--- config.mk ---
export PLATFORM = sky130hd
export DESIGN_NAME = rfc_core
export DESIGN_NICKNAME = d
export VERILOG_FILES = /design/src/inc/rfc_pkg.sv /design/src/inc/rfc_alu_if.sv /design/src/core/rfc_alu.sv /design/src/core/rfc_core.sv
export SDC_FILE = /design/constraint.sdc
export NUM_CORES = 1
export LEC_CHECK = 0
export BUFFER_PORTS_ARGS = -buffer_cell sky130_fd_sc_hd__buf_2
export CAP_MARGIN = 15
export CORE_MARGIN = 3
export CORE_UTILIZATION = 54
export CTS_CLUSTER_SIZE = 10
export DETAILED_ROUTE_END_ITERATION = 8
export GPL_TIMING_DRIVEN = 1
export PLACE_DENSITY = 0.87
export SLEW_MARGIN = 10
export SYNTH_ARGS = -nofsm -noshare
export SYNTH_HDL_FRONTEND = slang
export SYNTH_SLANG_ARGS = --single-unit
--- constraint.sdc ---
create_clock -name core_clk -period 6.25 [get_ports core_clk]
set_input_delay 0 -clock core_clk [delete_from_list [all_inputs] [get_ports core_clk]]
set_output_delay 0 -clock core_clk [all_outputs]
set_load 0.05 [all_outputs]
--- src/inc/rfc_pkg.sv ---
// Constants and operation codes of the register and flag core
package rfc_pkg;
	// ==========================================================
	// Reset values
	localparam logic [13:0] IP_RST   = 14'h3ffd;
	localparam logic [13:0] LINK_RST = 14'h3ffd;
	localparam logic [7:0]  ACC_RST  = 8'h00;
	localparam logic [7:0]  PTR_RST  = 8'h00;
	localparam logic [7:0]  PAGE_RST = 8'h00;
	// ==========================================================
	// Memory-mapped address generation registers
	localparam logic [13:0] ADDR_DATA_PORT = 14'h000e;
	localparam logic [13:0] ADDR_POINTER   = 14'h000f;
	localparam logic [13:0] ADDR_PAGE_SEL  = 14'h001f;
	localparam logic [13:0] WIN_LO         = 14'h00c0;
	localparam logic [13:0] WIN_HI         = 14'h00ff;
	localparam logic [7:0]  MSB_LIMIT      = 8'h80;
	// ==========================================================
	// Operand addressing forms
	typedef enum logic [1:0] {
		RFC_EA_TINY   = 2'h0,
		RFC_EA_SHORT  = 2'h1,
		RFC_EA_DIRECT = 2'h2,
		RFC_EA_INDEX  = 2'h3
	} rfc_ea_e;
	// ==========================================================
	// Operations presented by the sequencer
	typedef enum logic [5:0] {
		RFC_NOP  = 6'h00, RFC_LDA  = 6'h01, RFC_STA  = 6'h02,
		RFC_ADD  = 6'h03, RFC_SUB  = 6'h04, RFC_CMP  = 6'h05,
		RFC_AND  = 6'h06, RFC_ORA  = 6'h07, RFC_EOR  = 6'h08,
		RFC_LSL  = 6'h09, RFC_LSR  = 6'h0a, RFC_ROL  = 6'h0b,
		RFC_ROR  = 6'h0c, RFC_INC  = 6'h0d, RFC_DEC  = 6'h0e,
		RFC_CARRY_FORCE_ONE_OP        = 6'h0f,
		RFC_CARRY_FORCE_ZERO_OP       = 6'h10,
		RFC_TEST_BIT_SET_BRANCH       = 6'h11,
		RFC_TEST_BIT_CLEAR_BRANCH     = 6'h12,
		RFC_BRANCH_ON_EQUAL           = 6'h13,
		RFC_BRANCH_ON_UNEQUAL         = 6'h14,
		RFC_BRANCH_ON_NO_CARRY        = 6'h15,
		RFC_BRANCH_ON_CARRY           = 6'h16,
		RFC_BRA  = 6'h17, RFC_JMP  = 6'h18,
		RFC_JUMP_TO_SUBROUTINE_OP     = 6'h19,
		RFC_BRANCH_TO_SUBROUTINE_OP   = 6'h1a,
		RFC_RTS  = 6'h1b, RFC_SHA  = 6'h1c,
		RFC_SWAP_ACC_WITH_LOWER_LINK  = 6'h1d,
		RFC_MOV  = 6'h1e,
		RFC_DECREMENT_LOOP_BRANCH     = 6'h1f
	} rfc_op_e;
endpackage : rfc_pkg

--- src/inc/rfc_alu_if.sv ---
// Operand and result bundle between core and arithmetic unit
`timescale 1ns/1ps
interface rfc_alu_if;
	rfc_pkg::rfc_op_e op;
	logic [7:0]       a;
	logic [7:0]       m;
	logic             cin;
	logic [7:0]       res;
	logic             z;
	logic             c;
	logic             z_upd;
	logic             c_upd;
	modport core (output op, a, m, cin,
		input res, z, c, z_upd, c_upd);
	modport alu (input op, a, m, cin,
		output res, z, c, z_upd, c_upd);
endinterface : rfc_alu_if

--- src/core/rfc_alu.sv ---
// Combinational arithmetic, logic, shift and flag unit
`timescale 1ns/1ps
module rfc_alu (
	// Operands and results
	rfc_alu_if.alu u
);
	logic [8:0] sum;

	always_comb begin
		sum     = 9'h000;
		u.res   = u.a;
		u.c     = u.cin;
		u.z_upd = 1'b1;
		u.c_upd = 1'b0;
		case (u.op)
			rfc_pkg::RFC_LDA, rfc_pkg::RFC_MOV: begin
				u.res = u.m;
			end
			rfc_pkg::RFC_STA: begin
				u.res = u.a;
			end
			// RULE11 add carry
			rfc_pkg::RFC_ADD: begin
				u.res   = u.a + u.m;
				u.c_upd = 1'b1;
				u.c = (u.a[7] & u.m[7]) | (u.a[7] & ~u.res[7])
					| (u.m[7] & ~u.res[7]);
			end
			// RULE12 borrow on subtract
			rfc_pkg::RFC_SUB, rfc_pkg::RFC_CMP: begin
				sum     = {1'b0, u.a} - {1'b0, u.m};
				u.res   = sum[7:0];
				u.c_upd = 1'b1;
				u.c     = (u.m > u.a);
			end
			rfc_pkg::RFC_AND: u.res = u.a & u.m;
			rfc_pkg::RFC_ORA: u.res = u.a | u.m;
			rfc_pkg::RFC_EOR: u.res = u.a ^ u.m;
			// RULE16 logical shifts
			rfc_pkg::RFC_LSL: begin
				u.res   = {u.a[6:0], 1'b0};
				u.c     = u.a[7];
				u.c_upd = 1'b1;
			end
			rfc_pkg::RFC_LSR: begin
				u.res   = {1'b0, u.a[7:1]};
				u.c     = u.a[0];
				u.c_upd = 1'b1;
			end
			// RULE17 rotate through carry
			rfc_pkg::RFC_ROL: begin
				u.res   = {u.a[6:0], u.cin};
				u.c     = u.a[7];
				u.c_upd = 1'b1;
			end
			rfc_pkg::RFC_ROR: begin
				u.res   = {u.cin, u.a[7:1]};
				u.c     = u.a[0];
				u.c_upd = 1'b1;
			end
			rfc_pkg::RFC_INC: u.res = u.a + 8'h01;
			rfc_pkg::RFC_DEC: u.res = u.a - 8'h01;
			default: begin
				u.z_upd = 1'b0;
			end
		endcase
		// RULE10 zero from result
		u.z = (u.res == 8'h00);
	end
endmodule : rfc_alu

--- src/core/rfc_core.sv ---
// Accumulator, pointers, flag pair and address generation core
// Summary of operation
// RULE1: Reset clears the accumulator to zero.
// RULE2: Instruction pointer is a 14-bit register of the next fetch.
// RULE3: Pointer steps per fetched byte; jumps, branches, returns load targets.
// RULE4: Reset loads instruction pointer with 3ffd.
// RULE5: Subroutine calls store the return address in the 14-bit link.
// RULE6: Subroutine return copies the link back into the pointer.
// RULE7: Reset loads the link register with 3ffd.
// RULE8: Two-bit zero and carry flags, visible only on debug port.
// RULE9: Reset clears both flags.
// RULE10: Load, store, move, arithmetic, logic, shifts set zero from result.
// RULE11: Add sets carry on unsigned overflow.
// RULE12: Subtract and compare set carry when memory exceeds register.
// RULE13: Only add, subtract, compare, shift, rotate, bit tests and carry forcing touch carry; others keep it.
// RULE14: Bit-test branches copy the tested bit into carry.
// RULE15: Dedicated operations force carry to one or zero.
// RULE16: Logical shift leaves the shifted-out bit in carry.
// RULE17: Rotate takes old carry in and the outgoing bit into carry.
// RULE18: Each flag branch tests exactly one flag; bit-test and loop branches test the memory byte.
// RULE19: Data port, pointer, page select decode at 000e, 000f, 001f.
// RULE20: Exchange accumulator with link upper or lower part.
// RULE21: Accumulator operations write their result to the accumulator.
// RULE22: Moves and loop decrement leave the accumulator untouched.
// RULE23: Taken relative branch adds sign-extended offset to pointer.
// RULE24: Tiny form pads a 4-bit address with ten zeros.
// RULE25: Short form pads a 5-bit address with nine zeros.
// RULE26: Flags stay stable across operations that do not name them.
`timescale 1ns/1ps
module rfc_core (
	// Clock and reset
	input  wire logic             core_clk,
	input  wire logic             nrst,
	// Operation from the sequencer
	input  wire logic             op_valid,
	input  wire rfc_pkg::rfc_op_e op_kind,
	input  wire logic [7:0]       op_mem,
	input  wire logic [2:0]       op_bit,
	input  wire logic [7:0]       op_offset,
	input  wire logic [13:0]      op_target,
	input  wire logic             fetch_step,
	// Operand address request
	input  wire logic             ea_req,
	input  wire rfc_pkg::rfc_ea_e ea_mode,
	input  wire logic [7:0]       ea_field,
	// Mapped register access
	input  wire logic             reg_wr,
	input  wire logic             reg_rd,
	input  wire logic [13:0]      reg_addr,
	input  wire logic [7:0]       reg_wdata,
	// State and results
	output logic [7:0]            acc_out,
	output logic [13:0]           ip_out,
	output logic [13:0]           link_out,
	output logic [1:0]            dbg_flags,
	output logic [13:0]           ea_out,
	output logic                  mem_we,
	output logic [7:0]            mem_wdata,
	output logic [7:0]            reg_rdata,
	output logic                  reg_hit
);
	// ==========================================================
	// Storage
	logic [7:0]  acc_reg;
	logic [13:0] ip_reg;
	logic [13:0] link_reg;
	logic        zf_reg;
	logic        cf_reg;
	logic [7:0]  ptr_reg;
	logic [7:0]  page_reg;
	logic [13:0] ea_reg;
	logic        we_reg;
	logic [7:0]  wd_reg;
	logic [7:0]  rd_reg;
	logic        hit_reg;

	rfc_alu_if alu_b ();

	rfc_alu u_alu (
		.u (alu_b.alu)
	);

	assign alu_b.op  = op_valid ? op_kind : rfc_pkg::RFC_NOP;
	assign alu_b.a   = acc_reg;
	assign alu_b.m   = op_mem;
	assign alu_b.cin = cf_reg;

	// ==========================================================
	// Branch decision
	logic        tbit;
	logic        taken;
	logic        flow;
	logic [7:0]  dec_m;
	logic [13:0] rel_next;

	assign tbit  = op_mem[op_bit];
	assign dec_m = op_mem - 8'h01;
	// RULE23 sign-extended offset
	assign rel_next = ip_reg + {{6{op_offset[7]}}, op_offset};

	always_comb begin
		taken = 1'b0;
		flow  = 1'b0;
		if (op_valid) begin
			// RULE18 one flag per branch
			case (op_kind)
				rfc_pkg::RFC_BRANCH_ON_EQUAL:
					taken = zf_reg;
				rfc_pkg::RFC_BRANCH_ON_UNEQUAL:
					taken = ~zf_reg;
				rfc_pkg::RFC_BRANCH_ON_NO_CARRY:
					taken = ~cf_reg;
				rfc_pkg::RFC_BRANCH_ON_CARRY:
					taken = cf_reg;
				rfc_pkg::RFC_TEST_BIT_SET_BRANCH:
					taken = tbit;
				rfc_pkg::RFC_TEST_BIT_CLEAR_BRANCH:
					taken = ~tbit;
				rfc_pkg::RFC_DECREMENT_LOOP_BRANCH:
					taken = (dec_m != 8'h00);
				rfc_pkg::RFC_BRA:
					taken = 1'b1;
				rfc_pkg::RFC_BRANCH_TO_SUBROUTINE_OP:
					taken = 1'b1;
				default:
					taken = 1'b0;
			endcase
			flow = taken || op_kind == rfc_pkg::RFC_JMP
				|| op_kind == rfc_pkg::RFC_JUMP_TO_SUBROUTINE_OP
				|| op_kind == rfc_pkg::RFC_RTS;
		end
	end

	// ==========================================================
	// Instruction pointer
	// RULE4 reset location
	always_ff @(posedge core_clk or negedge nrst) begin
		if (!nrst) begin
			ip_reg <= rfc_pkg::IP_RST;
		end else if (flow) begin
			// RULE3 change of flow wins over stepping
			case (op_kind)
				rfc_pkg::RFC_JMP,
				rfc_pkg::RFC_JUMP_TO_SUBROUTINE_OP: begin
					ip_reg <= op_target;
				end
				// RULE6 return from link
				rfc_pkg::RFC_RTS: ip_reg <= link_reg;
				default:          ip_reg <= rel_next;
			endcase
		end else if (fetch_step) begin
			// RULE2 sequential fetch
			ip_reg <= ip_reg + 14'h0001;
		end
	end

	// ==========================================================
	// Return link
	// RULE7 reset location
	always_ff @(posedge core_clk or negedge nrst) begin
		if (!nrst) begin
			link_reg <= rfc_pkg::LINK_RST;
		end else if (op_valid) begin
			case (op_kind)
				// RULE5 save return address
				rfc_pkg::RFC_JUMP_TO_SUBROUTINE_OP,
				rfc_pkg::RFC_BRANCH_TO_SUBROUTINE_OP: begin
					link_reg <= ip_reg;
				end
				// RULE20 exchange with link parts
				rfc_pkg::RFC_SHA: link_reg[13:8] <= acc_reg[5:0];
				rfc_pkg::RFC_SWAP_ACC_WITH_LOWER_LINK: begin
					link_reg[7:0] <= acc_reg;
				end
				default:          link_reg <= link_reg;
			endcase
		end
	end

	// ==========================================================
	// Accumulator
	// RULE1 reset clear
	always_ff @(posedge core_clk or negedge nrst) begin
		if (!nrst) begin
			acc_reg <= rfc_pkg::ACC_RST;
		end else if (op_valid) begin
			case (op_kind)
				// RULE21 result into accumulator
				rfc_pkg::RFC_LDA, rfc_pkg::RFC_ADD,
				rfc_pkg::RFC_SUB, rfc_pkg::RFC_AND,
				rfc_pkg::RFC_ORA, rfc_pkg::RFC_EOR,
				rfc_pkg::RFC_LSL, rfc_pkg::RFC_LSR,
				rfc_pkg::RFC_ROL, rfc_pkg::RFC_ROR,
				rfc_pkg::RFC_INC, rfc_pkg::RFC_DEC: begin
					acc_reg <= alu_b.res;
				end
				// RULE20 exchange with link parts
				rfc_pkg::RFC_SHA: acc_reg <= {2'b00, link_reg[13:8]};
				rfc_pkg::RFC_SWAP_ACC_WITH_LOWER_LINK: begin
					acc_reg <= link_reg[7:0];
				end
				// RULE22 moves leave accumulator
				default:          acc_reg <= acc_reg;
			endcase
		end
	end

	// ==========================================================
	// Flag pair
	// RULE9 reset clear
	always_ff @(posedge core_clk or negedge nrst) begin
		if (!nrst) begin
			zf_reg <= 1'b0;
			cf_reg <= 1'b0;
		end else if (op_valid) begin
			// RULE26 unnamed ops keep both flags
			// RULE10 zero update
			if (alu_b.z_upd) begin
				zf_reg <= alu_b.z;
			end
			// RULE13 carry only from its groups
			if (alu_b.c_upd) begin
				cf_reg <= alu_b.c;
			end
			// RULE14 tested bit into carry
			if (op_kind == rfc_pkg::RFC_TEST_BIT_SET_BRANCH
				|| op_kind == rfc_pkg::RFC_TEST_BIT_CLEAR_BRANCH) begin
				cf_reg <= tbit;
			end
			// RULE15 forced carry
			if (op_kind == rfc_pkg::RFC_CARRY_FORCE_ONE_OP) begin
				cf_reg <= 1'b1;
			end
			if (op_kind == rfc_pkg::RFC_CARRY_FORCE_ZERO_OP) begin
				cf_reg <= 1'b0;
			end
		end
	end

	// ==========================================================
	// Memory write-back for store, move and loop decrement
	always_ff @(posedge core_clk or negedge nrst) begin
		if (!nrst) begin
			we_reg <= 1'b0;
			wd_reg <= 8'h00;
		end else begin
			we_reg <= 1'b0;
			if (op_valid) begin
				case (op_kind)
					rfc_pkg::RFC_STA: begin
						we_reg <= 1'b1;
						wd_reg <= acc_reg;
					end
					// RULE22 memory-only operations
					rfc_pkg::RFC_MOV: begin
						we_reg <= 1'b1;
						wd_reg <= op_mem;
					end
					rfc_pkg::RFC_DECREMENT_LOOP_BRANCH: begin
						we_reg <= 1'b1;
						wd_reg <= dec_m;
					end
					default: we_reg <= 1'b0;
				endcase
			end
		end
	end

	// ==========================================================
	// Address generation
	logic [13:0] ea_raw;
	logic [13:0] ea_next;

	always_comb begin
		case (ea_mode)
			// RULE24 tiny form
			rfc_pkg::RFC_EA_TINY:  ea_raw = {10'h000, ea_field[3:0]};
			// RULE25 short form
			rfc_pkg::RFC_EA_SHORT: ea_raw = {9'h000, ea_field[4:0]};
			rfc_pkg::RFC_EA_INDEX: ea_raw = {6'h00, ptr_reg};
			default:               ea_raw = {6'h00, ea_field};
		endcase
		ea_next = ea_raw;
		// RULE19 data port reaches the pointed byte
		if (ea_raw == rfc_pkg::ADDR_DATA_PORT) begin
			ea_next = {6'h00, ptr_reg};
		end
		// Window is applied after indexing, so the data port pages too
		if (ea_next >= rfc_pkg::WIN_LO && ea_next <= rfc_pkg::WIN_HI) begin
			ea_next = {page_reg, ea_next[5:0]};
		end
	end

	always_ff @(posedge core_clk or negedge nrst) begin
		if (!nrst) begin
			ea_reg <= 14'h0000;
		end else if (ea_req) begin
			ea_reg <= ea_next;
		end
	end

	// ==========================================================
	// Mapped pointer and page select
	// RULE19 register decode
	always_ff @(posedge core_clk or negedge nrst) begin
		if (!nrst) begin
			ptr_reg  <= rfc_pkg::PTR_RST;
			page_reg <= rfc_pkg::PAGE_RST;
		end else if (reg_wr) begin
			if (reg_addr == rfc_pkg::ADDR_POINTER) begin
				ptr_reg <= reg_wdata;
			end
			if (reg_addr == rfc_pkg::ADDR_PAGE_SEL) begin
				page_reg <= reg_wdata;
			end
		end
	end

	always_ff @(posedge core_clk or negedge nrst) begin
		if (!nrst) begin
			rd_reg  <= 8'h00;
			hit_reg <= 1'b0;
		end else begin
			hit_reg <= 1'b0;
			rd_reg  <= 8'h00;
			if (reg_rd && reg_addr == rfc_pkg::ADDR_POINTER) begin
				hit_reg <= 1'b1;
				rd_reg  <= ptr_reg;
			end
			if (reg_rd && reg_addr == rfc_pkg::ADDR_PAGE_SEL) begin
				hit_reg <= 1'b1;
				rd_reg  <= page_reg;
			end
		end
	end

	// RULE8 flags only on debug port
	assign dbg_flags = {zf_reg, cf_reg};
	assign acc_out   = acc_reg;
	assign ip_out    = ip_reg;
	assign link_out  = link_reg;
	assign ea_out    = ea_reg;
	assign mem_we    = we_reg;
	assign mem_wdata = wd_reg;
	assign reg_rdata = rd_reg;
	assign reg_hit   = hit_reg;
endmodule : rfc_core

**Yosys cells after proc, flatten, opt, wreduce, memory -nomap -nowiden**

Index checks and enable logic that the tools add are counted.
W data, S select, Z words.

- Add/sub/neg operators: 7
- Magnitude comparators: 4
- Equality and inequality tests: 50
- Mux-type cells: 30
- Bitwise operators: 12
- Reductions and logical operators: 36

Operator list:

| operator | number |
|---|---|
| $eq A6 B5 Y1 const B | 17 |
| $pmux W8 S12 | 1 |
| $eq A6 B4 Y1 const B | 15 |
| $pmux W8 S3 | 3 |
| $mux W14 | 4 |
| $eq A6 B3 Y1 const B | 7 |
| $eq A14 B4 Y1 const B | 2 |
| $pmux W14 S2 | 1 |
| $eq A6 B2 Y1 const B | 4 |
| $mux W8 | 2 |
| $pmux W8 S2 | 1 |
| $sub A8 B1 Y8 const B | 2 |
| $reduce_or A15 Y1 | 1 |
| $add A14 B1 Y14 const B | 1 |
| $add A14 B14 Y14 | 1 |
| $eq A14 B5 Y1 const B | 1 |
| $ge A14 B8 Y1 const B | 1 |
| $le A14 B8 Y1 const B | 1 |
| $reduce_and A2 Y1 | 7 |
| $reduce_or A2 Y1 | 7 |
| $mux W1 | 13 |
| $eq A6 B1 Y1 const B | 2 |
| $pmux W6 S2 | 1 |
| $reduce_or A12 Y1 | 1 |
| other kinds (29) | 43 |

- Bits in registers: 86
- Output and inout bits: 70
- Word-level logic and storage cells: 152

**Depth between registers and ports, before layout**

- Depth after elaboration: 10
- Mapped depth: 14
- Depth with buffers taken out: 13

**By module**

From an unflattened synthesis, not the netlist that was laid out.

- Cell total of the unflattened synthesis: 850
- Area, all modules: 7450.9 µm²

Modules (own cells, without submodules):

| module | times used | cells an instance | area an instance (µm²) |
|---|---|---|---|
| rfc_core | 1 | 584 | 5539.1 |
| rfc_alu | 1 | 266 | 1911.8 |

**Worst setup path before layout**

No wires, ideal clock.

- Kind: register -> register
- Start point: reg acc_reg[2] (netlist: acc_out[2])
- End point: reg zf_reg
- Setup time: 0.092 ns
- Arrival: 3.639 ns
- Data required time: 6.158 ns
- Setup slack: 2.519 ns
- Cell stages (with the launch flop): 15
- Path buffers: 2
- Period minus slack after synthesis: 3.731 ns
- Cells stage by stage: dfrtp_1 -> clkbuf_1 -> inv_1 -> ha_1 -> clkbuf_1 -> a21oi_1 -> o31ai_1 -> a21oi_1 -> o21bai_1 -> fa_1 -> nand2_1 -> nand3_1 -> a211o_1 -> or3b_1 -> o31ai_2

- Word-level cells in the longest chain between the ends: 3
- Elaborated cells between the ends (all ways): 9
- Those cells by class: add/sub: 4; mux: 1; bitwise: 3; reduce/logical: 1

RTL lines:

| item | RTL line | RTL |
|---|---|---|
| start: declaration | rfc_core.sv:64 | `logic [7:0] acc_reg;` |
| start signal: assignment | rfc_core.sv:185 | `acc_reg <= rfc_pkg::ACC_RST;` |
| start signal: assignment | rfc_core.sv:195 | `acc_reg <= alu_b.res;` |
| start signal: assignment | rfc_core.sv:198 | `rfc_pkg::RFC_SHA: acc_reg <= {2'b00, link_reg[13:8]};` |
| $sub A8 B1 Y8 (tied with other cells) | rfc_alu.sv:62 | `rfc_pkg::RFC_DEC: u.res = u.a - 8'h01;` |
| $pmux W8 S12 (*) | rfc_alu.sv:15 | `case (u.op)` |
| $logic_not A8 Y1 (*) | rfc_alu.sv:68 | `u.z = (u.res == 8'h00);` |
| end signal: assignment | rfc_core.sv:219 | `zf_reg <= alu_b.z;` |
| end: declaration | rfc_core.sv:67 | `logic zf_reg;` |

Mark *: on every way between the ends. The rest lies on a longest branch, timed or not.
A chain may end at the register's enable or synchronous reset.

**Final worst setup path**

- Start point: reg acc_reg[1] (netlist: acc_out[1])
- End point: reg zf_reg

Same word-level chain as after synthesis.

==> impl_metrics.csv <==
group,metric,value,unit
outcome,status,"complete, no violations",
clock_tree,clkSlewWorstSetupHoldPaths,70,ps
timing,worst_slew_margin,0.267,
synth,synthDistinctLibCells,90,
timing,timing.final.setup_violations,0,
floorplan,fp.dieArea,0.0151,mm²
timing,max_transition_viols_final,0,
global_route,grt_pass1_vias,7174,
critical_path,cp_cell_sequence,"inv_1 > ha_1 > a21o_1 > a21oi_1 > o31ai_1 > a21oi_1 > o21bai_1 > fa_1 > nand2_1 > nand3_1 > a211o_1 > or3b_1 > o31ai_2",
synth,mappedNetlistArea,0.00736,mm²
detailed_routing,detail_route.wl_per_cell,20.4,µm
global_route,grt-ovfl-total,0,
detailed_routing,totalWireLength,23800,µm
power_and_ir_drop,total_power,3.37,mW
global_route,grt.total_usage,0.314,
floorplan,placeableCoreArea,0.0133,mm²
layout,layout.cells.most_common,"sky130_fd_sc_hd__buf_2",
timing,timing.fmax,0.262,GHz
layout,syn2layout_area_growth,16.1,%
layout,layout.nets,1110,
clock_tree,post-cts-setup-buffer-count,0,
clock_tree,cts.htree.levels,3,
layout,drive_above_1_share,0.249,
detailed_routing,vias_per_cell,6.32,
critical_path,worst-endpoint-arrival,4070,ps
job,max_cap_violations,0,
critical_path,worst_ep_required_time,6510,ps
clock_tree,cts-buffers-inserted,9,
synth,synth_flop_cell,"sky130_fd_sc_hd__dfrtp_1",
critical_path,critical_path.slowest_cell,"sky130_fd_sc_hd__dfrtp_1",
detailed_routing,drtAntennaViolNets,0,
synth,post_synth_inst_count,862,
global_route,number_of_antenna_violations_at_the_first_check_in_global_routing,0,
timing,timing.setup.tns,0,ps
synth,yosysTopAreaCell,"sky130_fd_sc_hd__dfrtp_1",
synth,synth_top_cell_area_share,0.204,
timing,fin_skew,6.31,ps
clock_tree,count_of_hold_buffers_inserted_by_post_cts_repair,15,
floorplan,chipWidth,123,µm
timing,final-hold-violation-count,0,
critical_path,max_stage_delay,680,ps
layout,most_frequent_cells_in_the_layout,"146 x sky130_fd_sc_hd__buf_2, 76 x sky130_fd_sc_hd__nor2_1, 71 x sky130_fd_sc_hd__a21oi_1, 69 x sky130_fd_sc_hd__nand2_1, 60 x sky130_fd_sc_hd__dfrtp_1",
power_and_ir_drop,ir_drop,0.000382,V
critical_path,path_class,"flop to flop",
detailed_routing,dr_total_vias,7378,
detailed_routing,drt_pass1_iterations,6,
detailed_routing,drt_iter0_markers,669,
synth,mappedNetlistNets,986,
clock_tree,tritoncts_clock_tree,"yes",
timing,timing.final.crit_period,3810,ps
timing,worst-slew-pin-transition,1090,ps
placed_design,detailedPlacementHpwl,17100,µm
detailed_routing,final_routed_drc_violation_total,0,
floorplan,floorplan.die.height,123,µm
floorplan,num_rows,42,
layout,antennaDiodeCount,0,
synth,ys_top_cells_by_area,"sky130_fd_sc_hd__dfrtp_1 20%, sky130_fd_sc_hd__dfstp_2 9.3%, sky130_fd_sc_hd__ha_1 7.1%, sky130_fd_sc_hd__a21oi_1 4.8%, sky130_fd_sc_hd__mux2_2 4.3%",
floorplan,floorplan.initialDensity,0.553,
clock_tree,clk_root_buffer_cell,"sky130_fd_sc_hd__clkbuf_16",
clock_tree,insertion_delay,340,ps
timing,rsz_0062_raised_after_global_routing,"no",
synth,yosys_warnings,0,
global_route,global_route_wire_length_before_repair,37500,µm
clock_tree,cts_sinks,86,
timing,timing.final.crit_share,0.610,
critical_path,worstPathMaxFanout,15,
synth,synth.avg_cell_area,8.54,µm²
timing,final.hold.worst_slack,7.44,ps
synth,ys_async_sr_fraction,1.00,
layout,filler_cell_count,1090,
critical_path,start_kind,"flop",
critical_path,cp-end-kind,"flop",
synth,synth-edff-count,0,
global_route,globalRoute.busiestLayer,"met2",
clock_tree,ctsLongestPathBuffers,2,
hold_path,min_path_type,"input pin to async pin",
synth,ys_seq_area_frac,0.297,
global_route,global_route_track_usage_on_met1,0.413,
layout,finalCoreUtilization,0.642,
global_route,grt_start_max_net_pins,79,
clock_tree,cts_resized,0,
synth,ys_ff_latch,86,
power_and_ir_drop,total_leakage_power,3.88,nW
critical_path,worst_path_most_repeated_cell,"sky130_fd_sc_hd__a21oi_1",
placed_design,io_buffers,147,
power_and_ir_drop,power_density,395,mW/mm²
placed_design,gp_congestion,1.02,
global_route,met2_usage,0.523,
floorplan,boundaryPins,148,
global_route,global_route.usage.met3,0.0507,
## metrics by stage
stage,setup slack [ps],cells,cell area (µm²)
floorplan,2520,862,7360
global placement,2600,1136,8080
detailed placement,2550,1136,8080
CTS,2510,1167,8540
global route,2210,1167,8540
finish,2440,1167,8540
## path summary, 6_finish.rpt
check                                to  depth (start not counted)  slack [ps]          from
max                              zf_reg                         13        2440    acc_out[1]
min                        mem_wdata[1]                          2           7          nrst
max reg2reg                      zf_reg                         13        2440    acc_out[1]
min reg2reg                mem_wdata[1]                          2         480  mem_wdata[1]
max in group asynchronous  reg_rdata[5]                          3        5080          nrst
min in group core_clk         ea_out[2]                          3          30   ea_field[2]
## critical path, delay by kind of cell (launching register included)
family,cells,cell delay [ps]
AOI/OAI and AO/OA,7,1420
adders and majority gates,2,820
buffers and inverters,1,280
DFF,1,680
and+or+nand+nor,3,520
## layer usage
metal,wire length [µm],part of all wire,up-vias
li1,-,-,3389
met2,11600,0.49,413
met4,642,0.027,0
met1,9310,0.39,3520
met3,2200,0.093,56
met5,0,0,-
## cell usage after synthesis, types with 20 or more instances
cell                       number
sky130_fd_sc_hd__nor2_1        76
sky130_fd_sc_hd__a21oi_1       71
sky130_fd_sc_hd__nand2_1       69
sky130_fd_sc_hd__dfrtp_1       60
sky130_fd_sc_hd__inv_1         46
sky130_fd_sc_hd__o21ai_0       46
sky130_fd_sc_hd__ha_1          42
sky130_fd_sc_hd__mux2i_1       31
sky130_fd_sc_hd__clkbuf_1      30
sky130_fd_sc_hd__mux2_2        28
sky130_fd_sc_hd__xnor2_1       27
sky130_fd_sc_hd__dfstp_2       26
sky130_fd_sc_hd__nand3_1       20
## area by class of cell
type | instances | area, µm² | share of cell area
multi-input cells | 676 | 4730 | 0.554
flip-flops and latches | 86 | 2180 | 0.256
repair buffers | 167 | 926 | 0.108
clock buffers | 9 | 225 | 0.0264
well taps | 176 | 220 | 0.0258
inverters | 46 | 173 | 0.0202
clock inverters | 7 | 80.1 | 0.00938
## power breakdown
part,switching [mW],leakage (nW),internal (mW),total (mW)
Combinational,1.18,2.66,0.614,1.80
Clock,0.243,0.148,0.316,0.558
Sequential,0.272,1.07,0.741,1.01
## kinds of logic after synthesis
logic type / Yosys count / synth area share
AOI/OAI and AO/OA: 234 / 0.213
xor gates and xnor gates: 39 / 0.0474
adders and majority gates: 47 / 0.0837
buffers and inverters: 100 / 0.0602
DFF: 86 / 0.297
muxes: 61 / 0.0911
and+or+nand+nor: 295 / 0.208
Note: power is estimated with default switching activity, not from simulation.
